**config.mk**
```make
export PLATFORM = sky130hd
export DESIGN_NAME = dmacc_top
export DESIGN_NICKNAME = d
export VERILOG_FILES = /design/src/hdl/dmacc_pkg.sv /design/src/hdl/dmacc_pin_sync.sv /design/src/hdl/dmacc_top.sv
export VERILOG_INCLUDE_DIRS = /design/src /design/src/hdl
export SDC_FILE = /design/constraint.sdc
export NUM_CORES = 1
export LEC_CHECK = 0
export ABC_AREA = 1
export ABC_CLOCK_PERIOD_IN_PS = 4500
export BUFFER_PORTS_ARGS = -buffer_cell sky130_fd_sc_hd__buf_2
export CAP_MARGIN = 20
export CORE_MARGIN = 8
export CORE_UTILIZATION = 50
export DETAILED_ROUTE_END_ITERATION = 8
export PLACE_DENSITY = 0.7
export SETUP_SLACK_MARGIN = 0.3
export SYNTH_ARGS = -nofsm -noshare
export SYNTH_HDL_FRONTEND = slang
export SYNTH_HIERARCHICAL = 1
export SYNTH_SLANG_ARGS = --single-unit
```
**constraint.sdc**
```tcl
create_clock -name pclk -period 4.5 [get_ports pclk]
set_clock_uncertainty 0.15 [all_clocks]
set_input_delay 0.45 -clock pclk [delete_from_list [all_inputs] [get_ports pclk]]
set_output_delay 0.45 -clock pclk [all_outputs]
set_load 0.02 [all_outputs]
```
**src/hdl/dmacc_consts.svh**
```systemverilog
`ifndef DMACC_CONSTS_SVH
`define DMACC_CONSTS_SVH

// Register map: channel in paddr[5:4], register in paddr[3:2]
`define DMACC_CH_LSB 4
`define DMACC_REG_LSB 2
`define DMACC_MAP_TOP 6
`define DMACC_REG_MADDR 2'h0
`define DMACC_REG_IOADDR 2'h1
`define DMACC_REG_COUNT 2'h2
`define DMACC_REG_CTRL 2'h3

// Control register fields
`define DMACC_BIT_ENABLE 7
`define DMACC_BIT_SIZE 6
`define DMACC_BIT_DIR 5
`define DMACC_BIT_REPEAT 4
`define DMACC_BIT_ENDIE 3
`define DMACC_CTRL_RESET 8'h00

// Address forming
`define DMACC_TOP_BYTE 8'hFF
`define DMACC_IO_UPPER 24'hFF_FFFF
`define DMACC_STEP_BYTE 24'h00_0001
`define DMACC_STEP_WORD 24'h00_0002

`endif

```
**src/hdl/dmacc_pkg.sv**
```systemverilog
package dmacc_pkg;

   typedef logic [1:0] dmacc_ch_type;

   typedef enum logic [2:0] {
      SRC_TIMER0 = 3'b000,
      SRC_TIMER1 = 3'b001,
      SRC_TIMER2 = 3'b010,
      SRC_ADC_END = 3'b011,
      SRC_TX_EMPTY = 3'b100,
      SRC_RX_FULL = 3'b101,
      SRC_PIN_EDGE = 3'b110,
      SRC_PIN_LEVEL = 3'b111
   } dmacc_src_type;

   typedef enum logic [0:0] {
      ENG_IDLE = 1'b0,
      ENG_BUS = 1'b1
   } dmacc_eng_type;

endpackage

```
**src/hdl/dmacc_pin_sync.sv**
```systemverilog
`timescale 1ns/1ps
`default_nettype none

module dmacc_pin_sync (
   input wire logic pclk,
   input wire logic presetn,
   input wire logic [1:0] pin_raw,
   output logic [1:0] pin_low,
   output logic [1:0] pin_fall
);
   import dmacc_pkg::*;

   genvar g;
   generate
      for (g = 0; g < 2; g++) begin : gen_pin
         logic s1_reg, s2_reg, s3_reg, level_reg, fall_reg;
         always_ff @(posedge pclk or negedge presetn) begin
            if (!presetn) begin
               s1_reg <= 1'b1;
               s2_reg <= 1'b1;
               s3_reg <= 1'b1;
            end else begin
               s1_reg <= pin_raw[g];
               s2_reg <= s1_reg;
               s3_reg <= s2_reg;
            end
         end
         // Accept a change only once the last two stages agree
         always_ff @(posedge pclk or negedge presetn) begin
            if (!presetn) begin
               level_reg <= 1'b1;
               fall_reg <= 1'b0;
            end else begin
               fall_reg <= (s2_reg == s3_reg) && level_reg && !s3_reg;
               if (s2_reg == s3_reg) begin
                  level_reg <= s3_reg;
               end
            end
         end
         assign pin_low[g] = !level_reg;
         assign pin_fall[g] = fall_reg;
      end
   endgenerate

endmodule

`default_nettype wire

```
**src/hdl/dmacc_top.sv**
```systemverilog
// Notes on behaviour
// [RULE_01] I/O and idle: 16-bit count, end at zero
// [RULE_02] Repeat: high byte counts, reloads from low
// [RULE_03] Count registers not reset or cleared
// [RULE_04] Control cleared by reset and standby
// [RULE_05] Enabled channel transfers on its source only; the A half of a full-mode pair requests on every cycle instead
// [RULE_06] Enable sets only after read showing zero
// [RULE_07] I/O, idle clear enable at count end
// [RULE_08] End interrupt on enable clear when allowed
// [RULE_09] Size bit picks byte or word
// [RULE_10] Direction bit steps address by size
// [RULE_11] Idle mode keeps memory address fixed
// [RULE_12] Repeat and bit 3 select mode
// [RULE_13] Low three bits select activation source
// [RULE_14] Shared source serviced in fixed priority
// [RULE_15] Enabled channel masks its source's CPU interrupt
// [RULE_16] Full mode: A address source, B destination
// [RULE_17] Address top byte reads ones, ignores writes
// [RULE_18] Address register updated after every transfer except in idle mode
// [RULE_19] Address registers not reset or cleared
// [RULE_20] Receive and A/D sources write memory
// [RULE_21] I/O address upper bits ones, never stepped
// [RULE_22] Full mode only when A select bits 11
// [RULE_23] External request pin feeds B channels only
// [RULE_24] Count, address, enable update together at done
`timescale 1ns/1ps
`default_nettype none
`include "dmacc_consts.svh"

module dmacc_top (
   input wire logic pclk,
   input wire logic presetn,
   input wire logic psel,
   input wire logic penable,
   input wire logic pwrite,
   input wire logic [11:0] paddr,
   input wire logic [31:0] pwdata,
   output logic [31:0] prdata,
   output logic pready,
   output logic pslverr,
   input wire logic standby_entry,
   input wire logic [2:0] timer_event,
   input wire logic adc_end_event,
   input wire logic serial_tx_empty,
   input wire logic serial_rx_full,
   input wire logic [1:0] external_request_pin,
   output logic [5:0] source_irq_out,
   output logic [3:0] transfer_end_interrupt,
   output logic bus_req,
   output logic [31:0] bus_src_addr,
   output logic [31:0] bus_dst_addr,
   output logic bus_word,
   input wire logic bus_done,
   output dmacc_pkg::dmacc_ch_type active_channel
);
   import dmacc_pkg::*;

   logic [7:0] ctrl_arr [4];
   logic [23:0] maddr_arr [4];
   logic [7:0] fixed_io_address_arr [4];
   logic [15:0] count_arr [4];
   logic [3:0] pend_vec;
   logic [3:0] full_vec;
   logic [5:0] events;
   logic [5:0] claim;
   logic [1:0] pin_low;
   logic [1:0] pin_fall;
   logic apb_access;
   logic apb_setup;
   logic [1:0] reg_sel;
   logic [1:0] ch_sel;
   logic unmapped;
   dmacc_eng_type eng_reg;
   dmacc_ch_type sel_reg;
   logic bus_req_reg;
   logic [31:0] src_reg;
   logic [31:0] dst_reg;
   logic word_reg;
   logic [31:0] prdata_reg;
   logic grant_any;
   dmacc_ch_type grant_ch;
   logic done_fire;
   logic [7:0] g_ctrl;
   logic g_full;
   logic [31:0] g_mem;
   logic [31:0] g_io;
   logic [31:0] g_partner;

   assign events = {serial_rx_full, serial_tx_empty, adc_end_event, timer_event};
   assign apb_setup = psel && !penable;
   assign apb_access = psel && penable;
   assign reg_sel = paddr[`DMACC_REG_LSB +: 2];
   assign ch_sel = paddr[`DMACC_CH_LSB +: 2];
   assign unmapped = (paddr[11:`DMACC_MAP_TOP] != 6'h00) || (paddr[1:0] != 2'h0);
   assign pready = 1'b1;
   assign pslverr = apb_access && unmapped;
   assign prdata = prdata_reg;
   assign done_fire = (eng_reg == ENG_BUS) && bus_done;

   dmacc_pin_sync u_pin_sync (
      .pclk(pclk),
      .presetn(presetn),
      .pin_raw(external_request_pin),
      .pin_low(pin_low),
      .pin_fall(pin_fall)
   );

   genvar g;
   generate
      for (g = 0; g < 4; g++) begin : gen_ch
         localparam int PAIR = g / 2;
         localparam bit SIDE_B = (g % 2) == 1;
         logic [7:0] ctrl_reg;
         logic arm_reg;
         logic en_d_reg;
         logic endf_reg;
         logic pend_reg;
         logic [23:0] maddr_reg;
         logic [7:0] fixed_io_address_reg;
         logic [15:0] count_reg;
         logic pair_full;
         logic trig;
         logic own_done;
         logic step_done;
         logic is_repeat;
         logic is_idle;
         logic hw_clr;
         logic wr_hit;
         logic [23:0] step;
         logic [7:0] step_ctrl;

         assign wr_hit = apb_access && pwrite && !unmapped && (ch_sel == 2'(g));
         // Full mode is decided by the A half of the pair only
         assign pair_full = (ctrl_arr[PAIR*2][2:1] == 2'b11); // [RULE_22]
         assign is_repeat = !pair_full && ctrl_reg[`DMACC_BIT_REPEAT]
                            && !ctrl_reg[`DMACC_BIT_ENDIE]; // [RULE_12]
         assign is_idle = !pair_full && ctrl_reg[`DMACC_BIT_REPEAT]
                          && ctrl_reg[`DMACC_BIT_ENDIE]; // [RULE_12]
         assign own_done = done_fire && (sel_reg == 2'(g));
         // B address also walks when its pair runs in full mode
         assign step_done = own_done || (SIDE_B && pair_full && done_fire
                                         && (sel_reg == 2'(g - 1)));
         assign step_ctrl = SIDE_B && pair_full ? ctrl_arr[PAIR*2] : ctrl_reg;
         assign step = step_ctrl[`DMACC_BIT_SIZE] ? `DMACC_STEP_WORD
                                                   : `DMACC_STEP_BYTE; // [RULE_10]
         // End of an I/O or idle sequence drops the enable
         assign hw_clr = own_done && !is_repeat && (count_reg == 16'h0001); // [RULE_07]

         always_comb begin
            trig = 1'b0;
            if (SIDE_B && pair_full) begin
               trig = 1'b0;
            end else if (!SIDE_B && pair_full) begin
               trig = 1'b1;
            end else if (ctrl_reg[2:0] == SRC_PIN_EDGE) begin
               trig = SIDE_B && pin_fall[PAIR]; // [RULE_23]
            end else if (ctrl_reg[2:0] == SRC_PIN_LEVEL) begin
               trig = SIDE_B && pin_low[PAIR]; // [RULE_23]
            end else begin
               trig = events[ctrl_reg[2:0]]; // [RULE_13]
            end
         end

         always_ff @(posedge pclk or negedge presetn) begin
            if (!presetn) begin
               ctrl_reg <= `DMACC_CTRL_RESET;
               arm_reg <= 1'b0;
            end else if (standby_entry) begin
               ctrl_reg <= `DMACC_CTRL_RESET; // [RULE_04]
               arm_reg <= 1'b0;
            end else if (wr_hit && reg_sel == `DMACC_REG_CTRL) begin
               ctrl_reg <= {pwdata[`DMACC_BIT_ENABLE] && (ctrl_reg[`DMACC_BIT_ENABLE]
                            || arm_reg), pwdata[6:0]}; // [RULE_06]
               arm_reg <= 1'b0;
            end else begin
               if (hw_clr) begin
                  ctrl_reg[`DMACC_BIT_ENABLE] <= 1'b0; // [RULE_24]
               end
               if (apb_access && !pwrite && !unmapped && ch_sel == 2'(g)
                   && reg_sel == `DMACC_REG_CTRL && !ctrl_reg[`DMACC_BIT_ENABLE]) begin
                  arm_reg <= 1'b1; // [RULE_06]
               end
            end
         end

         // Sticky end flag; a new end beats a clearing write
         always_ff @(posedge pclk or negedge presetn) begin
            if (!presetn) begin
               en_d_reg <= 1'b0;
               endf_reg <= 1'b0;
            end else begin
               en_d_reg <= ctrl_reg[`DMACC_BIT_ENABLE];
               if (en_d_reg && !ctrl_reg[`DMACC_BIT_ENABLE]
                   && ctrl_reg[`DMACC_BIT_ENDIE]) begin
                  endf_reg <= 1'b1; // [RULE_08]
               end else if (wr_hit && reg_sel == `DMACC_REG_CTRL) begin
                  endf_reg <= 1'b0;
               end
            end
         end

         always_ff @(posedge pclk or negedge presetn) begin
            if (!presetn) begin
               pend_reg <= 1'b0;
            end else if (!ctrl_reg[`DMACC_BIT_ENABLE] || hw_clr) begin
               // A held level request must not outlive the final transfer
               pend_reg <= 1'b0; // [RULE_05]
            end else if (trig) begin
               pend_reg <= 1'b1; // [RULE_05]
            end else if (own_done) begin
               pend_reg <= 1'b0;
            end
         end

         // No reset: contents stay undefined until software writes them
         always_ff @(posedge pclk) begin
            if (wr_hit && reg_sel == `DMACC_REG_COUNT) begin
               count_reg <= pwdata[15:0]; // [RULE_03]
            end else if (own_done && is_repeat) begin
               if (count_reg[15:8] == 8'h01) begin
                  count_reg[15:8] <= count_reg[7:0]; // [RULE_02]
               end else begin
                  count_reg[15:8] <= count_reg[15:8] - 8'h01; // [RULE_02]
               end
            end else if (own_done) begin
               count_reg <= count_reg - 16'h0001; // [RULE_01]
            end
         end

         always_ff @(posedge pclk) begin
            if (wr_hit && reg_sel == `DMACC_REG_MADDR) begin
               maddr_reg <= pwdata[23:0]; // [RULE_19]
            end else if (step_done && !is_idle) begin // [RULE_11]
               if (step_ctrl[`DMACC_BIT_DIR]) begin
                  maddr_reg <= maddr_reg - step; // [RULE_18]
               end else begin
                  maddr_reg <= maddr_reg + step; // [RULE_10]
               end
            end
         end

         // Never stepped by transfers
         always_ff @(posedge pclk) begin
            if (wr_hit && reg_sel == `DMACC_REG_IOADDR) begin
               fixed_io_address_reg <= pwdata[7:0]; // [RULE_21]
            end
         end

         assign ctrl_arr[g] = ctrl_reg;
         assign maddr_arr[g] = maddr_reg;
         assign fixed_io_address_arr[g] = fixed_io_address_reg;
         assign count_arr[g] = count_reg;
         assign pend_vec[g] = pend_reg;
         assign full_vec[g] = pair_full;
         assign transfer_end_interrupt[g] = endf_reg;
      end
   endgenerate

   // An enabled channel owns its internal source
   always_comb begin
      claim = 6'h00;
      for (int c = 0; c < 4; c++) begin
         if (ctrl_arr[c][`DMACC_BIT_ENABLE] && !full_vec[c]
             && ctrl_arr[c][2:1] != 2'b11) begin
            claim[ctrl_arr[c][2:0]] = 1'b1; // [RULE_15]
         end
      end
   end
   assign source_irq_out = events & ~claim; // [RULE_15]

   // Lowest index wins
   always_comb begin
      grant_any = 1'b0;
      grant_ch = 2'h0;
      for (int c = 3; c >= 0; c--) begin
         if (pend_vec[c]) begin
            grant_any = 1'b1;
            grant_ch = 2'(c); // [RULE_14]
         end
      end
   end

   assign g_ctrl = ctrl_arr[grant_ch];
   assign g_full = full_vec[grant_ch];
   assign g_mem = {`DMACC_TOP_BYTE, maddr_arr[grant_ch]};
   assign g_io = {`DMACC_IO_UPPER, fixed_io_address_arr[grant_ch]}; // [RULE_21]
   assign g_partner = {`DMACC_TOP_BYTE, maddr_arr[grant_ch | 2'h1]};

   // Addresses frozen for the whole bus cycle
   always_ff @(posedge pclk or negedge presetn) begin
      if (!presetn) begin
         eng_reg <= ENG_IDLE;
         sel_reg <= 2'h0;
         bus_req_reg <= 1'b0;
         src_reg <= 32'h0000_0000;
         dst_reg <= 32'h0000_0000;
         word_reg <= 1'b0;
      end else begin
         unique case (eng_reg)
            ENG_IDLE: begin
               if (grant_any) begin
                  eng_reg <= ENG_BUS;
                  sel_reg <= grant_ch;
                  bus_req_reg <= 1'b1;
                  word_reg <= g_ctrl[`DMACC_BIT_SIZE]; // [RULE_09]
                  if (g_full) begin
                     src_reg <= g_mem; // [RULE_16]
                     dst_reg <= g_partner; // [RULE_16]
                  end else if (g_ctrl[2:0] == SRC_RX_FULL
                               || g_ctrl[2:0] == SRC_ADC_END) begin
                     src_reg <= g_io; // [RULE_20]
                     dst_reg <= g_mem;
                  end else begin
                     src_reg <= g_mem; // [RULE_20]
                     dst_reg <= g_io;
                  end
               end
            end
            ENG_BUS: begin
               if (bus_done) begin
                  eng_reg <= ENG_IDLE; // [RULE_24]
                  bus_req_reg <= 1'b0;
               end
            end
         endcase
      end
   end

   assign bus_req = bus_req_reg;
   assign bus_src_addr = src_reg;
   assign bus_dst_addr = dst_reg;
   assign bus_word = word_reg;
   assign active_channel = sel_reg;

   // Read data captured in setup so it is a flop in access
   always_ff @(posedge pclk or negedge presetn) begin
      if (!presetn) begin
         prdata_reg <= 32'h0000_0000;
      end else if (apb_setup) begin
         prdata_reg <= 32'h0000_0000;
         if (!unmapped) begin
            unique case (reg_sel)
               `DMACC_REG_MADDR: prdata_reg <= {`DMACC_TOP_BYTE, maddr_arr[ch_sel]}; // [RULE_17]
               `DMACC_REG_IOADDR: prdata_reg <= {24'h00_0000, fixed_io_address_arr[ch_sel]};
               `DMACC_REG_COUNT: prdata_reg <= {16'h0000, count_arr[ch_sel]};
               `DMACC_REG_CTRL: prdata_reg <= {24'h00_0000, ctrl_arr[ch_sel]};
            endcase
         end
      end
   end

   logic [7:0] s_ctrl;
   logic [15:0] s_cnt;
   logic [23:0] s_addr;
   logic [23:0] s_step;
   assign s_ctrl = ctrl_arr[sel_reg];
   assign s_step = s_ctrl[`DMACC_BIT_SIZE] ? 24'h00_0002 : 24'h00_0001;
   assign s_cnt = count_arr[sel_reg];
   assign s_addr = maddr_arr[sel_reg];

   count_dec_a: assert property (@(posedge pclk) disable iff (!presetn)
      done_fire && !s_ctrl[`DMACC_BIT_REPEAT] && !full_vec[sel_reg]
      |=> count_arr[$past(sel_reg)] == $past(s_cnt) - 16'h0001)
      else $error("count did not drop by one"); // [RULE_01]

   repeat_reload_a: assert property (@(posedge pclk) disable iff (!presetn)
      done_fire && s_ctrl[4:3] == 2'b10 && !full_vec[sel_reg] && s_cnt[15:8] == 8'h01
      |=> count_arr[$past(sel_reg)][15:8] == $past(s_cnt[7:0]))
      else $error("repeat count not reloaded"); // [RULE_02]

   ctrl_clear_a: assert property (@(posedge pclk) disable iff (!presetn)
      standby_entry |=> ctrl_arr[0] == 8'h00 && ctrl_arr[3] == 8'h00)
      else $error("control not cleared on standby"); // [RULE_04]

   req_enabled_a: assert property (@(posedge pclk) disable iff (!presetn)
      $rose(bus_req) |-> ctrl_arr[sel_reg][`DMACC_BIT_ENABLE])
      else $error("transfer started on disabled channel"); // [RULE_05]

   end_disable_a: assert property (@(posedge pclk) disable iff (!presetn)
      done_fire && !(s_ctrl[4:3] == 2'b10 && !full_vec[sel_reg]) && s_cnt == 16'h0001
      && !(apb_access && pwrite) && !standby_entry
      |=> !ctrl_arr[$past(sel_reg)][`DMACC_BIT_ENABLE]
      ##1 !(bus_req && sel_reg == $past(sel_reg, 2)))
      else $error("enable not cleared at count end"); // [RULE_07]

   end_irq_a: assert property (@(posedge pclk) disable iff (!presetn)
      $fell(ctrl_arr[1][`DMACC_BIT_ENABLE]) && ctrl_arr[1][`DMACC_BIT_ENDIE]
      |=> transfer_end_interrupt[1])
      else $error("end interrupt missing"); // [RULE_08]

   word_size_a: assert property (@(posedge pclk) disable iff (!presetn)
      $rose(bus_req) |-> bus_word == ctrl_arr[sel_reg][`DMACC_BIT_SIZE])
      else $error("transfer width wrong"); // [RULE_09]

   idle_hold_a: assert property (@(posedge pclk) disable iff (!presetn)
      done_fire && s_ctrl[4:3] == 2'b11 && !full_vec[sel_reg] && !(apb_access && pwrite)
      |=> maddr_arr[$past(sel_reg)] == $past(s_addr))
      else $error("idle mode moved the address"); // [RULE_11]

   addr_step_a: assert property (@(posedge pclk) disable iff (!presetn)
      done_fire && s_ctrl[4:3] != 2'b11 && !full_vec[sel_reg] && !(apb_access && pwrite)
      |=> maddr_arr[$past(sel_reg)] == ($past(s_ctrl[`DMACC_BIT_DIR])
          ? $past(s_addr) - $past(s_step) : $past(s_addr) + $past(s_step)))
      else $error("address step wrong"); // [RULE_10]

   irq_mask_a: assert property (@(posedge pclk) disable iff (!presetn)
      ctrl_arr[1][`DMACC_BIT_ENABLE] && ctrl_arr[1][2:0] == 3'b011 && !full_vec[1]
      |-> !source_irq_out[3])
      else $error("claimed source reached the CPU"); // [RULE_15]

endmodule

`default_nettype wire

```
==> results_tabular.tex <==
\begin{tabular}{lr}
\hline
Metric & Value \\
\hline
\multicolumn{2}{l}{\textbf{STA}} \\
RSZ-0062 raised after global routing & no \\
Pins Over Slew Limit & 0 \\
Final period utilization & 0.751 \\
Worst Tran Pin Value & 950 ps \\
Max Clk Rate & 0.296 GHz \\
Setup TNS after final layout & 0 ps \\
Final Hold Fails & 0 \\
Min Tclk post-route & 3380 ps \\
Max transition margin & 0.363 \\
Finish-stage setup viols & 0 \\
Final setup margin & 1120 ps \\
\multicolumn{2}{l}{\textbf{Outcome}} \\
Status & complete, no violations \\
\multicolumn{2}{l}{\textbf{Die}} \\
I/O Pins & 171 \\
Number of cell rows & 83 \\
Die extent in y & 243 um \\
Chip Width & 243 um \\
Starting utilization of the core area & 0.504 \\
Full die area & 59000 um2 \\
Floorplan core area & 51100 um2 \\
\multicolumn{2}{l}{\textbf{Clocking}} \\
Clock root buffer & clkbuf\_16 \\
TritonCTS clock tree & done \\
Clk buf depth & 3 \\
Number of buffers inserted to repair setup after CTS & 0 \\
TritonCTS sink count & 329 \\
Skew-Pair Late Insertion Delay & 590 ps \\
CTS clock-pin slew for the worst setup and hold paths & 60 ps \\
CTS Buf Count & 41 \\
Number of H-tree branching levels & 2 \\
Total of cells resized after clock tree synthesis & 0 \\
\multicolumn{2}{l}{\textbf{Placed design}} \\
Post-detailed-placement half-perimeter wirelength & 71.9 mm \\
Gp weighted congestion & 0.977 \\
Setup WS pre-CTS & 1210 ps \\
Total of buffers placed on input and output ports & 161 \\
\multicolumn{2}{l}{\textbf{Setup path}} \\
Dominant delay contributor by cell family on the critical path & simple AND/OR/NAND/NOR gates \\
Crit-path cells & nand2\_2, inv\_1, o21ai\_0, nand2\_1, fa\_1, inv\_1, nand3\_1, nand3\_1, nand2\_1, nand2\_1, nand4\_1, nand2\_1, nand2\_1, nand3\_1, nand2\_1 \\
Biggest fanout along the worst timing path & 9 \\
Cells on worst reg2reg path & 15 \\
Setup slack on the worst flop-to-flop path & 1120 ps \\
Peak per-stage delay on the critical path & 490 ps \\
Cell with the largest stage delay on the worst path & dfrtp\_1 \\
Cell mode on critical path & nand2\_1 \\
Endpoint of the most critical register-to-register path & gen\_ch[3].maddr\_reg[16]\$\_DFFE\_PP\_ \\
Type of the worst setup path & reg2reg \\
Launch point of the worst reg-to-reg path & gen\_ch[2].ctrl\_reg[1]\$\_DFFE\_PN0N\_ \\
Element type at the critical path start & flip-flop \\
Data arrival time of the critical path & 3560 ps \\
Data required time at the worst endpoint & 4680 ps \\
Number of buffer and inverter instances along the worst setup path & 2 \\
Critical Path End Type & flip-flop \\
\multicolumn{2}{l}{\textbf{Routing}} \\
DRC violation count after routing & 0 \\
Detail-routed net length per standard cell & 20.3 um \\
Detail-routed via count per cell & 5.62 \\
Count of vias placed by the detailed router & 26037 \\
Length of the first detailed-routing pass in iterations & 6 \\
Post-detailed-route count of antenna-violating nets & 0 \\
Number of violations reported at the end of detailed-routing iteration 0 & 3047 \\
Wire length reported by the detailed router & 93.9 mm \\
\multicolumn{2}{l}{\textbf{Synthesis}} \\
Async SR Flop Fraction & 0.416 \\
Count of cell types in the netlist & 51 \\
Seq/Total Area, Yosys & 0.358 \\
Warnings, synthesis & 6 \\
EDFF count, synth & 192 \\
Nets in the synthesized netlist & 3987 \\
Register bit total from synthesis & 329 \\
Mean cell area of the mapped netlist & 6.74 um2 \\
Cell count after synthesis & 3816 \\
Cell area after technology mapping & 25700 um2 \\
Dominant synthesized flop cell & edfxtp\_1 \\
\multicolumn{2}{l}{\textbf{Worst hold path}} \\
Cells on Worst Hold Path & 1 \\
Worst hold-check path type & in2reg \\
Worst Hold Endpoint & gen\_ch[2].fixed\_io\_address\_reg[2]\$\_DFFE\_PP\_ \\
Start point of the worst min-delay path & pwdata[2] \\
\multicolumn{2}{l}{\textbf{Finish}} \\
Synth-to-layout area growth & 10.3\% \\
Layout fillers & 5131 \\
Nets & 4087 \\
Number of flip-flops in the largest register & 96 \\
Antenna cell count & 0 \\
Leading cell types in the layout, fill and taps excluded & nand2\_1, inv\_1, nor2\_1 \\
Fraction of final layout cells with drive strength greater than 1 & 0.0851 \\
Leading cell type in the layout, fill and taps excluded & nand2\_1 \\
Footprint of the multi-input gates & 13900 um2 \\
Sequential cell area in the final layout & 9200 um2 \\
\multicolumn{2}{l}{\textbf{Global route}} \\
Global-route usage over all layers & 0.307 \\
Largest net degree at the start of global routing & 70 \\
Number of global-route vias before repair & 23597 \\
Initial antenna violation count & 0 \\
Global-route wire length before repair & 142 mm \\
Global route overflow & 0 \\
\multicolumn{2}{l}{\textbf{Power}} \\
Sw Share & 0.303 \\
Clock network fraction of design power & 0.413 \\
Psw & 2.54 mW \\
P\_leak & 14.2 nW \\
Cell Pwr Density & 296 nW/um2 \\
Total internal power & 5.85 mW \\
Gate power share & 0.180 \\
Maximum VDD drop & 0.301 mV \\
Part of the power in registers & 0.406 \\
\multicolumn{2}{l}{\textbf{Flow run}} \\
MaxCap Viol Count & 0 \\
\hline
\end{tabular}
cells in the mapped netlist (7+ instances only):
| master | instances | area share |
|---|---|---|
| a21oi_1 | 207 | 0.040 |
| o22ai_1 | 63 | 0.015 |
| buf_4 | 38 | 0.011 |
| nand3_1 | 267 | 0.052 |
| dfrtp_1 | 129 | 0.13 |
| xnor2_1 | 15 | 0.0051 |
| nor2_2 | 8 | 0.0019 |
| ha_1 | 108 | 0.053 |
| clkbuf_1 | 40 | 0.0058 |
| o21ai_0 | 252 | 0.049 |
| or2_0 | 7 | 0.0017 |
| o221ai_1 | 8 | 0.0027 |
| nor2_1 | 300 | 0.044 |
| o211ai_1 | 10 | 0.0029 |
| a221oi_1 | 8 | 0.0027 |
| a22oi_1 | 16 | 0.0047 |
| nand3b_1 | 15 | 0.0044 |
| nor3_1 | 16 | 0.0031 |
| dfstp_2 | 8 | 0.0082 |
| xor2_1 | 52 | 0.018 |
| or2_2 | 18 | 0.0044 |
| inv_1 | 478 | 0.070 |
| nor4_1 | 14 | 0.0034 |
| nand4_1 | 56 | 0.014 |
| inv_2 | 10 | 0.0015 |
| buf_2 | 65 | 0.013 |
| a31oi_1 | 18 | 0.0044 |
| edfxtp_1 | 192 | 0.22 |
| nand2_2 | 7 | 0.0017 |
| nand2_1 | 1326 | 0.19 |
| o21a_1 | 8 | 0.0023 |
| and2_1 | 9 | 0.0022 |
metal layers:
metal / wire [um] / up-vias / part of all wire / GRT usage
met1: 39500 / 11875 / 0.42 / 0.412
met4: 5760 / 0 / 0.061 / 0.166
met3: 7820 / 266 / 0.083 / 0.0458
li1: - / 12653 / - / -
met2: 40800 / 1243 / 0.43 / 0.474
met5: 0 / - / 0 / 0
cell type report:
cell class / instances / area share
Tap cell: 680 / 0.0300
Timing Repair Buffer: 209 / 0.0416
Clock buffer: 59 / 0.0439
Clock inverter: 17 / 0.00564
Sequential cell: 329 / 0.324
Inverter: 490 / 0.0648
Multi-Input combinational cell: 2845 / 0.490
timing repair:
item	in CTS	in global routing
endpoints found under the setup margin	0	0
hold buffers	5	0
endpoints found under the hold margin	66	0
stage by stage:
stage	cells	hold slack, ps	util	power (mW)	area, um2
final	4629	22.1	0.556	8.40	28400
after detailed placement	4548	197	0.527	4.95	26900
after CTS	4629	3.47	0.556	8.40	28400
after global routing	4629	16.9	0.556	8.72	28400
after global placement	4547	197	0.527	4.93	26900
after floorplan	3816	4.41	-	4.48	25700
how the worst max path moves through the flow:
stage | startpoint | end | slack [ps] | cells past startpoint
3_5_place_dp | gen_ch[2].ctrl_reg[1]$_DFFE_PN0N_ | gen_ch[3].maddr_reg[16]$_DFFE_PP_ | 1210 | 15
4_1_cts | gen_ch[2].ctrl_reg[1]$_DFFE_PN0N_ | gen_ch[3].maddr_reg[16]$_DFFE_PP_ | 1200 | 15
6_report | gen_ch[2].ctrl_reg[1]$_DFFE_PN0N_ | gen_ch[3].maddr_reg[16]$_DFFE_PP_ | 1120 | 15
3_3_place_gp | gen_ch[2].ctrl_reg[1]$_DFFE_PN0N_ | gen_ch[3].maddr_reg[16]$_DFFE_PP_ | 1280 | 15
2_1_floorplan | gen_ch[0].ctrl_reg[5]$_DFFE_PN0N_ | gen_ch[1].maddr_reg[12]$_DFFE_PP_ | 830 | 11
5_1_grt | gen_ch[2].ctrl_reg[1]$_DFFE_PN0N_ | gen_ch[3].maddr_reg[16]$_DFFE_PP_ | 910 | 15
cell families after synthesis:
logic type,synth area share
compound gates,0.132
buf+inv,0.103
simple gates,0.329
fa+ha+maj,0.0556
other cells,0.000146
xor+xnor,0.0228
flops,0.358
power by group through the flow:
stage	Combinational [mW]	Sequential, mW	Clock, mW
after global placement	1.47	3.46	0
after global routing	1.68	3.42	3.62
after floorplan	0.946	3.53	0
after CTS	1.50	3.41	3.49
after detailed placement	1.49	3.47	0
final	1.51	3.41	3.47
Note: power is estimated with default switching activity, not from simulation.
